===== config.mk =====
export PLATFORM = sky130hd
export DESIGN_NAME = gsfb_flag_bank
export DESIGN_NICKNAME = d
export VERILOG_FILES = /design/src/hdl/gsfb_flag_bank.v
export VERILOG_INCLUDE_DIRS = /design/src /design/src/hdl
export SDC_FILE = /design/constraint.sdc
export NUM_CORES = 1
export LEC_CHECK = 0
export BUFFER_PORTS_ARGS = -buffer_cell sky130_fd_sc_hd__buf_2
export CAP_MARGIN = 20
export CORE_ASPECT_RATIO = 0.8
export CORE_MARGIN = 5
export CORE_UTILIZATION = 25
export DETAILED_ROUTE_END_ITERATION = 10
export GPL_TIMING_DRIVEN = 0
export SYNTH_ARGS = -nofsm -noshare
export SYNTH_HDL_FRONTEND = slang
export SYNTH_SLANG_ARGS = --single-unit

===== constraint.sdc =====
create_clock -name clk -period 8.51 [get_ports clk]
set_clock_uncertainty 0.2 [all_clocks]
set_input_delay 1.2765 -clock clk [delete_from_list [all_inputs] [get_ports clk]]
set_output_delay 1.2765 -clock clk [all_outputs]
set_load 0.05 [all_outputs]

===== src/hdl/gsfb_consts.vh =====
// constants for the gauge status flag bank: command codes, bit positions,
// thresholds and reset values; included by the flag bank module only
`ifndef GSFB_CONSTS_VH
`define GSFB_CONSTS_VH

// serial command codes
`define GSFB_CMD_FLAGS 8'h2F
`define GSFB_CMD_MAX_ERR 8'h0C
`define GSFB_CMD_RESET 8'h44
// soft reset key (decimal 8009) and forbidden max error value
`define GSFB_RESET_KEY 16'h1F49
`define GSFB_MAX_ERR_BAD 16'h0002
`define GSFB_MAX_ERR_RST 16'h0000
`define GSFB_UNMAPPED_RD 16'hFFFF

// config_and_fault_flags bit positions
`define GSFB_B2_VIEW 7
`define GSFB_B2_CELL 5
`define GSFB_B2_FULL 4
`define GSFB_B2_OV 2
`define GSFB_B2_COLD 1
`define GSFB_B2_OC 0
// discharge_qualify_flags bit positions
`define GSFB_B1_VQ 5
`define GSFB_B1_LOCK 4
`define GSFB_B1_LEARN 3
`define GSFB_B1_HOLD 2
`define GSFB_B1_FIRST_LOW_VOLTAGE_FLAG 1
`define GSFB_B1_FINAL_LOW_VOLTAGE_FLAG 0

// pack voltage window in percent of charging voltage
`define GSFB_OV_SET_PCT 32'd105
`define GSFB_OV_CLR_PCT 32'd95
`define GSFB_PCT_BASE 32'd100
// temperatures in tenths of a degree C
`define GSFB_COLD_SET_DC 16'sh0000
`define GSFB_COLD_CLR_DC 16'sh0032
// overcurrent, in mA
`define GSFB_OC_LOW_CHG_MA 17'h00400
`define GSFB_OC_ADD_MA 17'h00100
`define GSFB_OC_CLR_MA 16'h0100
// heavy load hold at 6.15 A, in mA
`define GSFB_HOLD_MA 16'h1806
// self-discharge limit, in mAh
`define GSFB_SELF_DIS_MAH 16'h0100

// link state machine
`define GSFB_ST_IDLE 3'h0
`define GSFB_ST_RX 3'h1
`define GSFB_ST_ACK 3'h2
`define GSFB_ST_TX 3'h3
`define GSFB_ST_RACK 3'h4

`endif


===== src/hdl/gsfb_flag_bank.v =====
// gauge status flag bank: two 8-bit flag registers, max error word and
// soft reset, reached over the two-wire serial port (scc clock, scd data).
// assumes measurement logic on clk supplies the quantities below, and that
// scc/scd arrive asynchronously from the host; scc is far slower than clk.
// Summary of operation
// - flags read as one word at 0x2f
// - bit 7 high selects relative capacity view
// - reserved flag bits carry no function, read zero
// - bit 5 selects lithium-ion over nickel compensation
// - bit 4 forces full charge on termination
// - overvoltage sets at 105%, clears at 95%
// - cold fault sets below 0C, clears above 5C
// - overcurrent over 125%, or +256mA when low
// - overcurrent clears below 256mA average current
// - charge qualified on sense and 10mAh accumulated
// - write lock rejects every register write
// - learning discharge flag set at full, cleared on faults
// - heavy load hold above 6.15A discharge
// - first low voltage flag with hold and qualify
// - final low voltage flag with hold and qualify
// - accepted reset reloads defaults from config memory
`timescale 1ns/1ns
`include "gsfb_consts.vh"

module gsfb_flag_bank #(
    parameter [6:0] DEV_ADDR = 7'h0B // slave address of the serial port
) (
    input wire clk, // 10 MHz system clock
    input wire sys_rst, // synchronous reset, active high
    input wire scc_in, // serial clock from host
    input wire scd_in, // serial data pin level
    output wire scd_out, // serial data drive value, always low
    output reg scd_oe, // serial data pulled low while high
    input wire [15:0] pack_mv, // pack voltage, mV
    input wire [15:0] charge_mv, // programmed charging voltage, mV
    input wire signed [15:0] temp_dc, // temperature, 0.1 degC
    input wire [15:0] avg_ma, // average charge current, mA
    input wire [15:0] charge_ma, // programmed charging current, mA
    input wire [15:0] dis_ma, // discharge current, mA
    input wire sense_charge, // sense input shows charge condition
    input wire acc_10mah, // 10 mAh of charge accumulated
    input wire discharging, // pack is discharging
    input wire dis_start, // pulse: a discharge begins
    input wire rm_full, // remaining charge equals full capacity
    input wire partial_charge, // pulse: partial charge detected
    input wire [15:0] self_dis_mah, // self-discharge in this discharge
    input wire [15:0] first_low_voltage_flag_mv, // first end-of-discharge threshold
    input wire [15:0] final_low_voltage_flag_mv, // final end-of-discharge threshold
    input wire terminate, // pulse: valid charge termination
    input wire cfg_valid, // pulse: config memory word ready
    input wire [3:0] cfg_bits, // view, cell, full, lock defaults
    output reg cfg_reload_req, // pulse: fetch defaults again
    output reg rm_force_full, // pulse: set remaining to full pct
    output wire capacity_view_select, // 1 relative, 0 absolute
    output wire cell_type_select, // 1 lithium-ion, 0 nickel
    output reg [15:0] max_error_r // max error estimate register
);

    reg [7:0] config_and_fault_flags_r; // config_and_fault_flags
    reg [7:0] discharge_qualify_flags_r; // discharge_qualify_flags
    reg [7:0] config_and_fault_flags_nxt;
    reg [7:0] discharge_qualify_flags_nxt;
    reg err_armed_r; // max error written with a legal value
    reg first_low_voltage_flag_d_r;

    // two flops on each pin before any logic looks at it
    reg scc_m_r, scc_s_r, scc_d_r, scd_m_r, scd_s_r, scd_d_r;
    wire scc_rise = scc_s_r & ~scc_d_r;
    wire scc_fall = ~scc_s_r & scc_d_r;
    wire bus_start = scc_s_r & scc_d_r & scd_d_r & ~scd_s_r;
    wire bus_stop = scc_s_r & scc_d_r & ~scd_d_r & scd_s_r;

    always @(posedge clk) begin
        if (sys_rst) begin
            scc_m_r <= 1'b1;
            scc_s_r <= 1'b1;
            scc_d_r <= 1'b1;
            scd_m_r <= 1'b1;
            scd_s_r <= 1'b1;
            scd_d_r <= 1'b1;
        end else begin
            scc_m_r <= scc_in;
            scc_s_r <= scc_m_r;
            scc_d_r <= scc_s_r;
            scd_m_r <= scd_in;
            scd_s_r <= scd_m_r;
            scd_d_r <= scd_s_r;
        end
    end

    assign scd_out = 1'b0;
    assign capacity_view_select = config_and_fault_flags_r[`GSFB_B2_VIEW];
    assign cell_type_select = config_and_fault_flags_r[`GSFB_B2_CELL];

    // threshold arithmetic, widened so products never wrap
    wire [31:0] pack_pct = {16'h0000, pack_mv} * `GSFB_PCT_BASE;
    wire [31:0] ov_set_lvl = {16'h0000, charge_mv} * `GSFB_OV_SET_PCT;
    wire [31:0] ov_clr_lvl = {16'h0000, charge_mv} * `GSFB_OV_CLR_PCT;
    wire [16:0] chg17 = {1'b0, charge_ma};
    wire [16:0] oc_lvl = (chg17 < `GSFB_OC_LOW_CHG_MA) ? (chg17 + `GSFB_OC_ADD_MA)
                                                      : (chg17 + {2'b00, chg17[16:2]});
    wire first_low_voltage_flag_now = discharge_qualify_flags_nxt[`GSFB_B1_FIRST_LOW_VOLTAGE_FLAG];

    // link state
    reg [2:0] st_r;
    reg [2:0] bit_r;
    reg [7:0] sh_r;
    reg [1:0] byte_r; // 0 addr, 1 cmd, 2 low, 3 high
    reg rd_r; // current transfer is a read
    reg hold_r; // byte just completed, ack slot pending
    reg ack_r; // pending slot is to be acked
    reg [7:0] cmd_r;
    reg [7:0] wlo_r;
    reg [15:0] rdw_r; // word latched for a read
    reg hi_sent_r;
    reg mack_r;
    reg wr_go_r; // pulse: write word complete and accepted
    reg [15:0] wr_word_r;

    wire [15:0] rd_word = (cmd_r == `GSFB_CMD_FLAGS) ? {config_and_fault_flags_r, discharge_qualify_flags_r} :
                          (cmd_r == `GSFB_CMD_MAX_ERR) ? max_error_r : `GSFB_UNMAPPED_RD;
    wire [7:0] rx_byte = {sh_r[6:0], scd_s_r};

    // serial byte engine: bits in on rising scc, drive on falling scc.
    // stop or a new start always abandons a transfer, so a stuck host
    // cannot wedge the port beyond the next start
    always @(posedge clk) begin
        if (sys_rst) begin
            st_r <= `GSFB_ST_IDLE;
            bit_r <= 3'h0;
            sh_r <= 8'h00;
            byte_r <= 2'h0;
            rd_r <= 1'b0;
            hold_r <= 1'b0;
            ack_r <= 1'b0;
            cmd_r <= 8'h00;
            wlo_r <= 8'h00;
            rdw_r <= 16'h0000;
            hi_sent_r <= 1'b0;
            mack_r <= 1'b1;
            wr_go_r <= 1'b0;
            wr_word_r <= 16'h0000;
            scd_oe <= 1'b0;
        end else begin
            wr_go_r <= 1'b0;
            if (bus_start) begin
                st_r <= `GSFB_ST_RX;
                bit_r <= 3'h0;
                byte_r <= 2'h0;
                hold_r <= 1'b0;
                scd_oe <= 1'b0;
            end else if (bus_stop) begin
                st_r <= `GSFB_ST_IDLE;
                scd_oe <= 1'b0;
            end else begin
                case (st_r)
                    `GSFB_ST_RX: begin
                        if (scc_rise & ~hold_r) begin
                            sh_r <= rx_byte;
                            bit_r <= bit_r + 3'h1;
                            if (bit_r == 3'h7) begin
                                hold_r <= 1'b1;
                                case (byte_r)
                                    2'h0: begin
                                        ack_r <= (rx_byte[7:1] == DEV_ADDR);
                                        rd_r <= rx_byte[0];
                                    end
                                    2'h1: begin
                                        ack_r <= 1'b1;
                                        cmd_r <= rx_byte;
                                    end
                                    2'h2: begin
                                        ack_r <= ~discharge_qualify_flags_r[`GSFB_B1_LOCK];
                                        wlo_r <= rx_byte;
                                    end
                                    default: begin
                                        ack_r <= ~discharge_qualify_flags_r[`GSFB_B1_LOCK];
                                        wr_word_r <= {rx_byte, wlo_r};
                                        wr_go_r <= ~discharge_qualify_flags_r[`GSFB_B1_LOCK];
                                    end
                                endcase
                            end
                        end else if (scc_fall & hold_r) begin
                            hold_r <= 1'b0;
                            if (ack_r) begin
                                scd_oe <= 1'b1;
                                st_r <= `GSFB_ST_ACK;
                            end else begin
                                st_r <= `GSFB_ST_IDLE;
                            end
                        end
                    end
                    `GSFB_ST_ACK: begin
                        if (scc_fall) begin
                            bit_r <= 3'h0;
                            if (rd_r & (byte_r == 2'h0)) begin
                                rdw_r <= rd_word;
                                sh_r <= rd_word[7:0];
                                scd_oe <= ~rd_word[7];
                                hi_sent_r <= 1'b0;
                                st_r <= `GSFB_ST_TX;
                            end else begin
                                scd_oe <= 1'b0;
                                byte_r <= byte_r + 2'h1;
                                st_r <= `GSFB_ST_RX;
                            end
                        end
                    end
                    `GSFB_ST_TX: begin
                        if (scc_rise) begin
                            bit_r <= bit_r + 3'h1;
                        end else if (scc_fall) begin
                            if (bit_r == 3'h0) begin
                                scd_oe <= 1'b0;
                                st_r <= `GSFB_ST_RACK;
                            end else begin
                                sh_r <= {sh_r[6:0], 1'b0};
                                scd_oe <= ~sh_r[6];
                            end
                        end
                    end
                    `GSFB_ST_RACK: begin
                        if (scc_rise) begin
                            mack_r <= scd_s_r;
                        end else if (scc_fall) begin
                            if (~mack_r & ~hi_sent_r) begin
                                hi_sent_r <= 1'b1;
                                sh_r <= rdw_r[15:8];
                                scd_oe <= ~rdw_r[15];
                                bit_r <= 3'h0;
                                st_r <= `GSFB_ST_TX;
                            end else begin
                                st_r <= `GSFB_ST_IDLE;
                            end
                        end
                    end
                    default: begin
                        scd_oe <= 1'b0;
                    end
                endcase
            end
        end
    end

    // each flag keeps its value between set and clear levels
    always @* begin
        config_and_fault_flags_nxt = config_and_fault_flags_r;
        discharge_qualify_flags_nxt = discharge_qualify_flags_r;
        if (pack_pct >= ov_set_lvl)
            config_and_fault_flags_nxt[`GSFB_B2_OV] = 1'b1;
        else if (pack_pct <= ov_clr_lvl)
            config_and_fault_flags_nxt[`GSFB_B2_OV] = 1'b0;
        if (temp_dc < `GSFB_COLD_SET_DC)
            config_and_fault_flags_nxt[`GSFB_B2_COLD] = 1'b1;
        else if (temp_dc > `GSFB_COLD_CLR_DC)
            config_and_fault_flags_nxt[`GSFB_B2_COLD] = 1'b0;
        if ({1'b0, avg_ma} > oc_lvl)
            config_and_fault_flags_nxt[`GSFB_B2_OC] = 1'b1;
        else if (avg_ma < `GSFB_OC_CLR_MA)
            config_and_fault_flags_nxt[`GSFB_B2_OC] = 1'b0;
        if (discharging | ~sense_charge)
            discharge_qualify_flags_nxt[`GSFB_B1_VQ] = 1'b0;
        else if (acc_10mah)
            discharge_qualify_flags_nxt[`GSFB_B1_VQ] = 1'b1;
        if (dis_ma > `GSFB_HOLD_MA)
            discharge_qualify_flags_nxt[`GSFB_B1_HOLD] = 1'b1;
        else if (dis_ma < `GSFB_HOLD_MA)
            discharge_qualify_flags_nxt[`GSFB_B1_HOLD] = 1'b0;
        if ((pack_mv < first_low_voltage_flag_mv) & ~discharge_qualify_flags_r[`GSFB_B1_HOLD])
            discharge_qualify_flags_nxt[`GSFB_B1_FIRST_LOW_VOLTAGE_FLAG] = 1'b1;
        else if (discharge_qualify_flags_r[`GSFB_B1_VQ] & (pack_mv > first_low_voltage_flag_mv))
            discharge_qualify_flags_nxt[`GSFB_B1_FIRST_LOW_VOLTAGE_FLAG] = 1'b0;
        if ((pack_mv < final_low_voltage_flag_mv) & ~discharge_qualify_flags_r[`GSFB_B1_HOLD])
            discharge_qualify_flags_nxt[`GSFB_B1_FINAL_LOW_VOLTAGE_FLAG] = 1'b1;
        else if (discharge_qualify_flags_r[`GSFB_B1_VQ] & (pack_mv > final_low_voltage_flag_mv))
            discharge_qualify_flags_nxt[`GSFB_B1_FINAL_LOW_VOLTAGE_FLAG] = 1'b0;
        config_and_fault_flags_nxt[6] = 1'b0;
        config_and_fault_flags_nxt[3] = 1'b0;
        discharge_qualify_flags_nxt[7:6] = 2'b00;
    end

    // flag registers, max error and the soft reset sequence
    always @(posedge clk) begin
        if (sys_rst) begin
            config_and_fault_flags_r <= 8'h00;
            discharge_qualify_flags_r <= 8'h00;
            max_error_r <= `GSFB_MAX_ERR_RST;
            err_armed_r <= 1'b0;
            first_low_voltage_flag_d_r <= 1'b0;
            cfg_reload_req <= 1'b1;
            rm_force_full <= 1'b0;
        end else begin
            config_and_fault_flags_r <= config_and_fault_flags_nxt;
            discharge_qualify_flags_r <= discharge_qualify_flags_nxt;
            first_low_voltage_flag_d_r <= first_low_voltage_flag_now;
            cfg_reload_req <= 1'b0;
            rm_force_full <= terminate & config_and_fault_flags_r[`GSFB_B2_FULL];
            // learning discharge qualification, clears take priority
            if (partial_charge | (self_dis_mah > `GSFB_SELF_DIS_MAH) |
                (first_low_voltage_flag_now & ~first_low_voltage_flag_d_r & (temp_dc < `GSFB_COLD_SET_DC)))
                discharge_qualify_flags_r[`GSFB_B1_LEARN] <= 1'b0;
            else if (dis_start & rm_full)
                discharge_qualify_flags_r[`GSFB_B1_LEARN] <= 1'b1;
            if (cfg_valid) begin
                config_and_fault_flags_r[`GSFB_B2_VIEW] <= cfg_bits[3];
                config_and_fault_flags_r[`GSFB_B2_CELL] <= cfg_bits[2];
                config_and_fault_flags_r[`GSFB_B2_FULL] <= cfg_bits[1];
                discharge_qualify_flags_r[`GSFB_B1_LOCK] <= cfg_bits[0];
            end
            // writes only arrive here when unlocked
            if (wr_go_r) begin
                if (cmd_r == `GSFB_CMD_MAX_ERR) begin
                    max_error_r <= wr_word_r;
                    err_armed_r <= (wr_word_r != `GSFB_MAX_ERR_BAD);
                end else if (cmd_r == `GSFB_CMD_RESET) begin
                    err_armed_r <= 1'b0;
                    // reset key accepted after armed max error
                    if (err_armed_r & (wr_word_r == `GSFB_RESET_KEY)) begin
                        config_and_fault_flags_r <= 8'h00;
                        discharge_qualify_flags_r <= 8'h00;
                        max_error_r <= `GSFB_MAX_ERR_RST;
                        cfg_reload_req <= 1'b1;
                    end
                end
            end
        end
    end

endmodule


==> out/summary.txt <==
clk root buf -> clkbuf_16
Die Area -> 0.0592 mm2
Worst setup SP type -> input port
reg2reg end -> sh_r[4]$_SDFFE_PP0P_
Hold Crit Start -> scd_m_r$_SDFF_PP1_
PostCTS Resize Cnt -> 0
first-pass GRT wire length -> 64.0 mm
row count -> 76
switching share of power -> 48.6%
Non-Filler Instances -> 2548
unrepaired setup endpoints after global routing -> false
I/O Buffers -> 179
Hold Slack -> 0.211 ns
TritonRoute pass-1 iters -> 7
Logic pwr share -> 74.4%
post-synth cell types -> 71
Congestion Overflow GR -> 0
Post-synth EDFFs -> 0
Final period util -> 86.7%
hold buffers post-CTS -> 0
Syn Inst Count -> 1650
largest net degree at the start of global routing -> 17
WP data required -> 8.55 ns
Via Count -> 12300
die width -> 271 um
synthesis-stage register bit count -> 100
status -> finished, final reports clean
DP Wirelength -> 34.2 mm
Vias/cell -> 4.83
worst setup margin -> 1.13 ns
final-stage net count -> 2366
Cells after DPL -> 2531
R2R cell count -> 9
vias in the first global route -> 12300
Critical Path AT -> 7.42 ns
syn_nets -> 2176
FF-to-FF setup slack -> 5.85 ns
VDD IR max -> 150 uV
core area -> 0.0538 mm2
max_cap viols -> 0
Clock Sinks -> 100
most used cell along the critical path -> fa_1
initial antenna violation count -> 5
Synth Warn # -> 0
H-tree depth -> 3
Pint -> 1780 uW
Cell Chain, Critical Path -> buf_2, inv_1, fa_1, fa_1, fa_1, inv_1, fa_1, ha_1, or4_1, o22ai_2, a211oi_1, o21ai_0, or4b_1, o311a_1, ha_1, nand4_1, nor2_1, nand3_1, o41a_1, o21ai_0, a31oi_1
layout cells sized above 1 -> 12.1%
Worst path max stage delay -> 0.58 ns
Endpoint, Worst Hold -> scd_s_r$_SDFF_PP1_
fraction of registers with async set/reset -> 0%
slowest cell on the critical path -> fa_1
Die Span Y -> 219 um
HP Class -> reg -> reg
worst r2r src -> st_r[2]$_SDFFE_PP0P_
drt wl/cell -> 15.7 um
Pwr Density -> 221 mW/mm2
All-Layer GR Usage -> 13.3%
Place WS -> 0.806 ns
I/O pins -> 182
Tmin final -> 7.38 ns
Flop pwr share -> 14.1%
Bufs on Longest Clock Path -> 2
drc violations -> 0
clock-pin slew on the worst setup and hold paths -> 0.07 ns
fin area -> 0.0157 mm2
max-slew violation count -> 0
antenna viol nets, final -> 0
LEAKAGE -> 0.00756 uW
Setup CP Type -> in -> reg
Setup violations, final -> 0
Hold Fails Final Rpt -> 0
crit path max fanout -> 7
TritonCTS clock tree -> yes
worst hold stages -> 1
Clock Latency Late Sink -> 0.35 ns
most used flip-flop cell after synthesis -> dfxtp_1
f_max -> 136 MHz
P&R area growth vs syn -> 15.1%
total CTS buffers -> 9
Syn Area/Cell -> 8.25 um2
initial DRC count -> 703
Setup Fix Bufs, Post-CTS -> 0
initial core utilization -> 25.3%
Post-Route Setup TNS -> 0 ns
DP Area -> 0.0154 mm2
Sw Pwr -> 1680 uW
sequential area share after synthesis -> 14.7%
Worst Setup End Kind -> flop
Post-Synthesis Cell Area -> 0.0136 mm2
Slew HR -> 40.6%
Clk pwr share -> 11.5%
Detailed Route WL -> 39.9 mm
Slew @ Worst Pin -> 0.869 ns
GPL Wtd Cong -> 0.905
## registers in the layout, summed over array words and instances, names as in the netlist, 2 cells and up
name                       flops
config_and_fault_flags_r       6
sh_r                           7
wlo_r                          8
discharge_qualify_flags_r      6
st_r                           3
byte_r                         2
wr_word_r                     16
bit_r                          3
max_error_r                   16
rdw_r                          8
cmd_r                          8
## routing by layer
metal,routed length (um),up-vias,global-route usage [%]
met5,19,-,0
met4,826,4,2.95
met3,2160,49,2.13
met2,17300,304,20.9
met1,19700,5767,19.1
li1,-,6181,-
## stage by stage
stage               power (uW)  utilization (%)
finish                    3460             29.1
global route              3870             29.1
CTS                       3470             29.1
detailed placement        3050             28.6
global placement          2990             28.6
floorplan                 2420                -
## how the worst max path moves through the flow
stage | end | from | slack [ns] | cells past startpoint
2_1_floorplan | config_and_fault_flags_r[2]$_SDFF_PP0_ | charge_mv[4] | 1.78 | 20
5_1_grt | config_and_fault_flags_r[2]$_SDFF_PP0_ | charge_mv[12] | 0.74 | 24
6_report | config_and_fault_flags_r[2]$_SDFF_PP0_ | charge_mv[4] | 1.13 | 21
4_1_cts | config_and_fault_flags_r[2]$_SDFF_PP0_ | charge_mv[11] | 1.18 | 24
3_5_place_dp | config_and_fault_flags_r[2]$_SDFF_PP0_ | charge_mv[11] | 0.81 | 24
3_3_place_gp | config_and_fault_flags_r[2]$_SDFF_PP0_ | charge_mv[11] | 0.87 | 24
## cells by family after synthesis
| kind of cell | Yosys count | share of synthesized area (%) |
|---|---|---|
| simple gates | 422 | 15.3 |
| compound gates | 395 | 18.4 |
| fa+ha+maj | 366 | 38.5 |
| buf+inv | 299 | 8.52 |
| flops | 100 | 14.7 |
| xor+xnor | 53 | 3.41 |
| mux | 14 | 1.06 |
| other cells | 1 | 0.0276 |
## cell usage in the layout (no fill, tap or decap), types with 7 or more instances in the layout
master     Yosys  routed
a211o_1        8       8
nor2_1        90      90
or3_1         11      11
nor4_1        15      15
nor2b_1       23      23
nand2b_1      12      12
o211ai_1      15      15
mux2i_1       11      11
o21a_1        21      21
o221ai_1      11      11
clkbuf_1      27      28
a21o_1        32      32
ha_1         278     278
nand2_1      109     109
o21ai_0       74      74
xnor2_1       28      28
a31oi_1        8       8
xor2_1        25      25
or2_2         10      10
buf_2          6     185
o22ai_1        8       8
and3_1         7       7
a21oi_1      141     141
dfxtp_1      100     100
clkbuf_16      0       9
inv_1        259     259
a211oi_1      18      18
fa_1          88      88
nand4_1       21      21
nand3_1       70      70
nor3_1        25      25
## power by group through the flow
stage | sequential [uW] | combinational [uW] | clock [uW]
CTS | 488 | 2580 | 406
finish | 487 | 2570 | 397
floorplan | 494 | 1920 | 0
detailed placement | 499 | 2550 | 0
global route | 488 | 2960 | 424
global placement | 499 | 2490 | 0
## synthesized netlist by cell type (8+ instances only)
cell type / number / area [um2]
a211o_1: 8 / 70.1
a211oi_1: 18 / 135
a21o_1: 32 / 240
a21oi_1: 141 / 706
a31oi_1: 8 / 50.1
clkbuf_1: 27 / 101
dfxtp_1: 100 / 2000
fa_1: 88 / 1760
ha_1: 278 / 3480
inv_1: 259 / 972
mux2i_1: 11 / 110
nand2_1: 109 / 409
nand2b_1: 12 / 75.1
nand3_1: 70 / 350
nand4_1: 21 / 131
nor2_1: 90 / 338
nor2b_1: 23 / 144
nor3_1: 25 / 125
nor4_1: 15 / 93.8
o211ai_1: 15 / 113
o21a_1: 21 / 158
o21ai_0: 74 / 370
o221ai_1: 11 / 96.3
o22ai_1: 8 / 50.1
or2_2: 10 / 62.6
or3_1: 11 / 68.8
xnor2_1: 28 / 245
xor2_1: 25 / 219
## critical path, delay by kind of cell
| kind | cells | cell delay, ns |
|---|---|---|
| adders and majority gates | 6 | 2.58 |
| AOI/OAI and AO/OA | 7 | 1.53 |
| and+or+nand+nor | 5 | 1.51 |
| buffers and inverters | 3 | 0.49 |
## cell type report
| class | count | area (um2) |
|---|---|---|
| Buffer | 40 | 188 |
| Fill cell | 5841 | 38200 |
| Clock inverter | 5 | 36.3 |
| Antenna cell | 1 | 2.50 |
| Tap cell | 702 | 878 |
| Sequential cell | 100 | 2000 |
| Clock buffer | 11 | 243 |
| Timing Repair Buffer | 179 | 896 |
| Multi-Input combinational cell | 1251 | 10400 |
| Inverter | 259 | 972 |
Note: power is estimated with default switching activity, not from simulation.
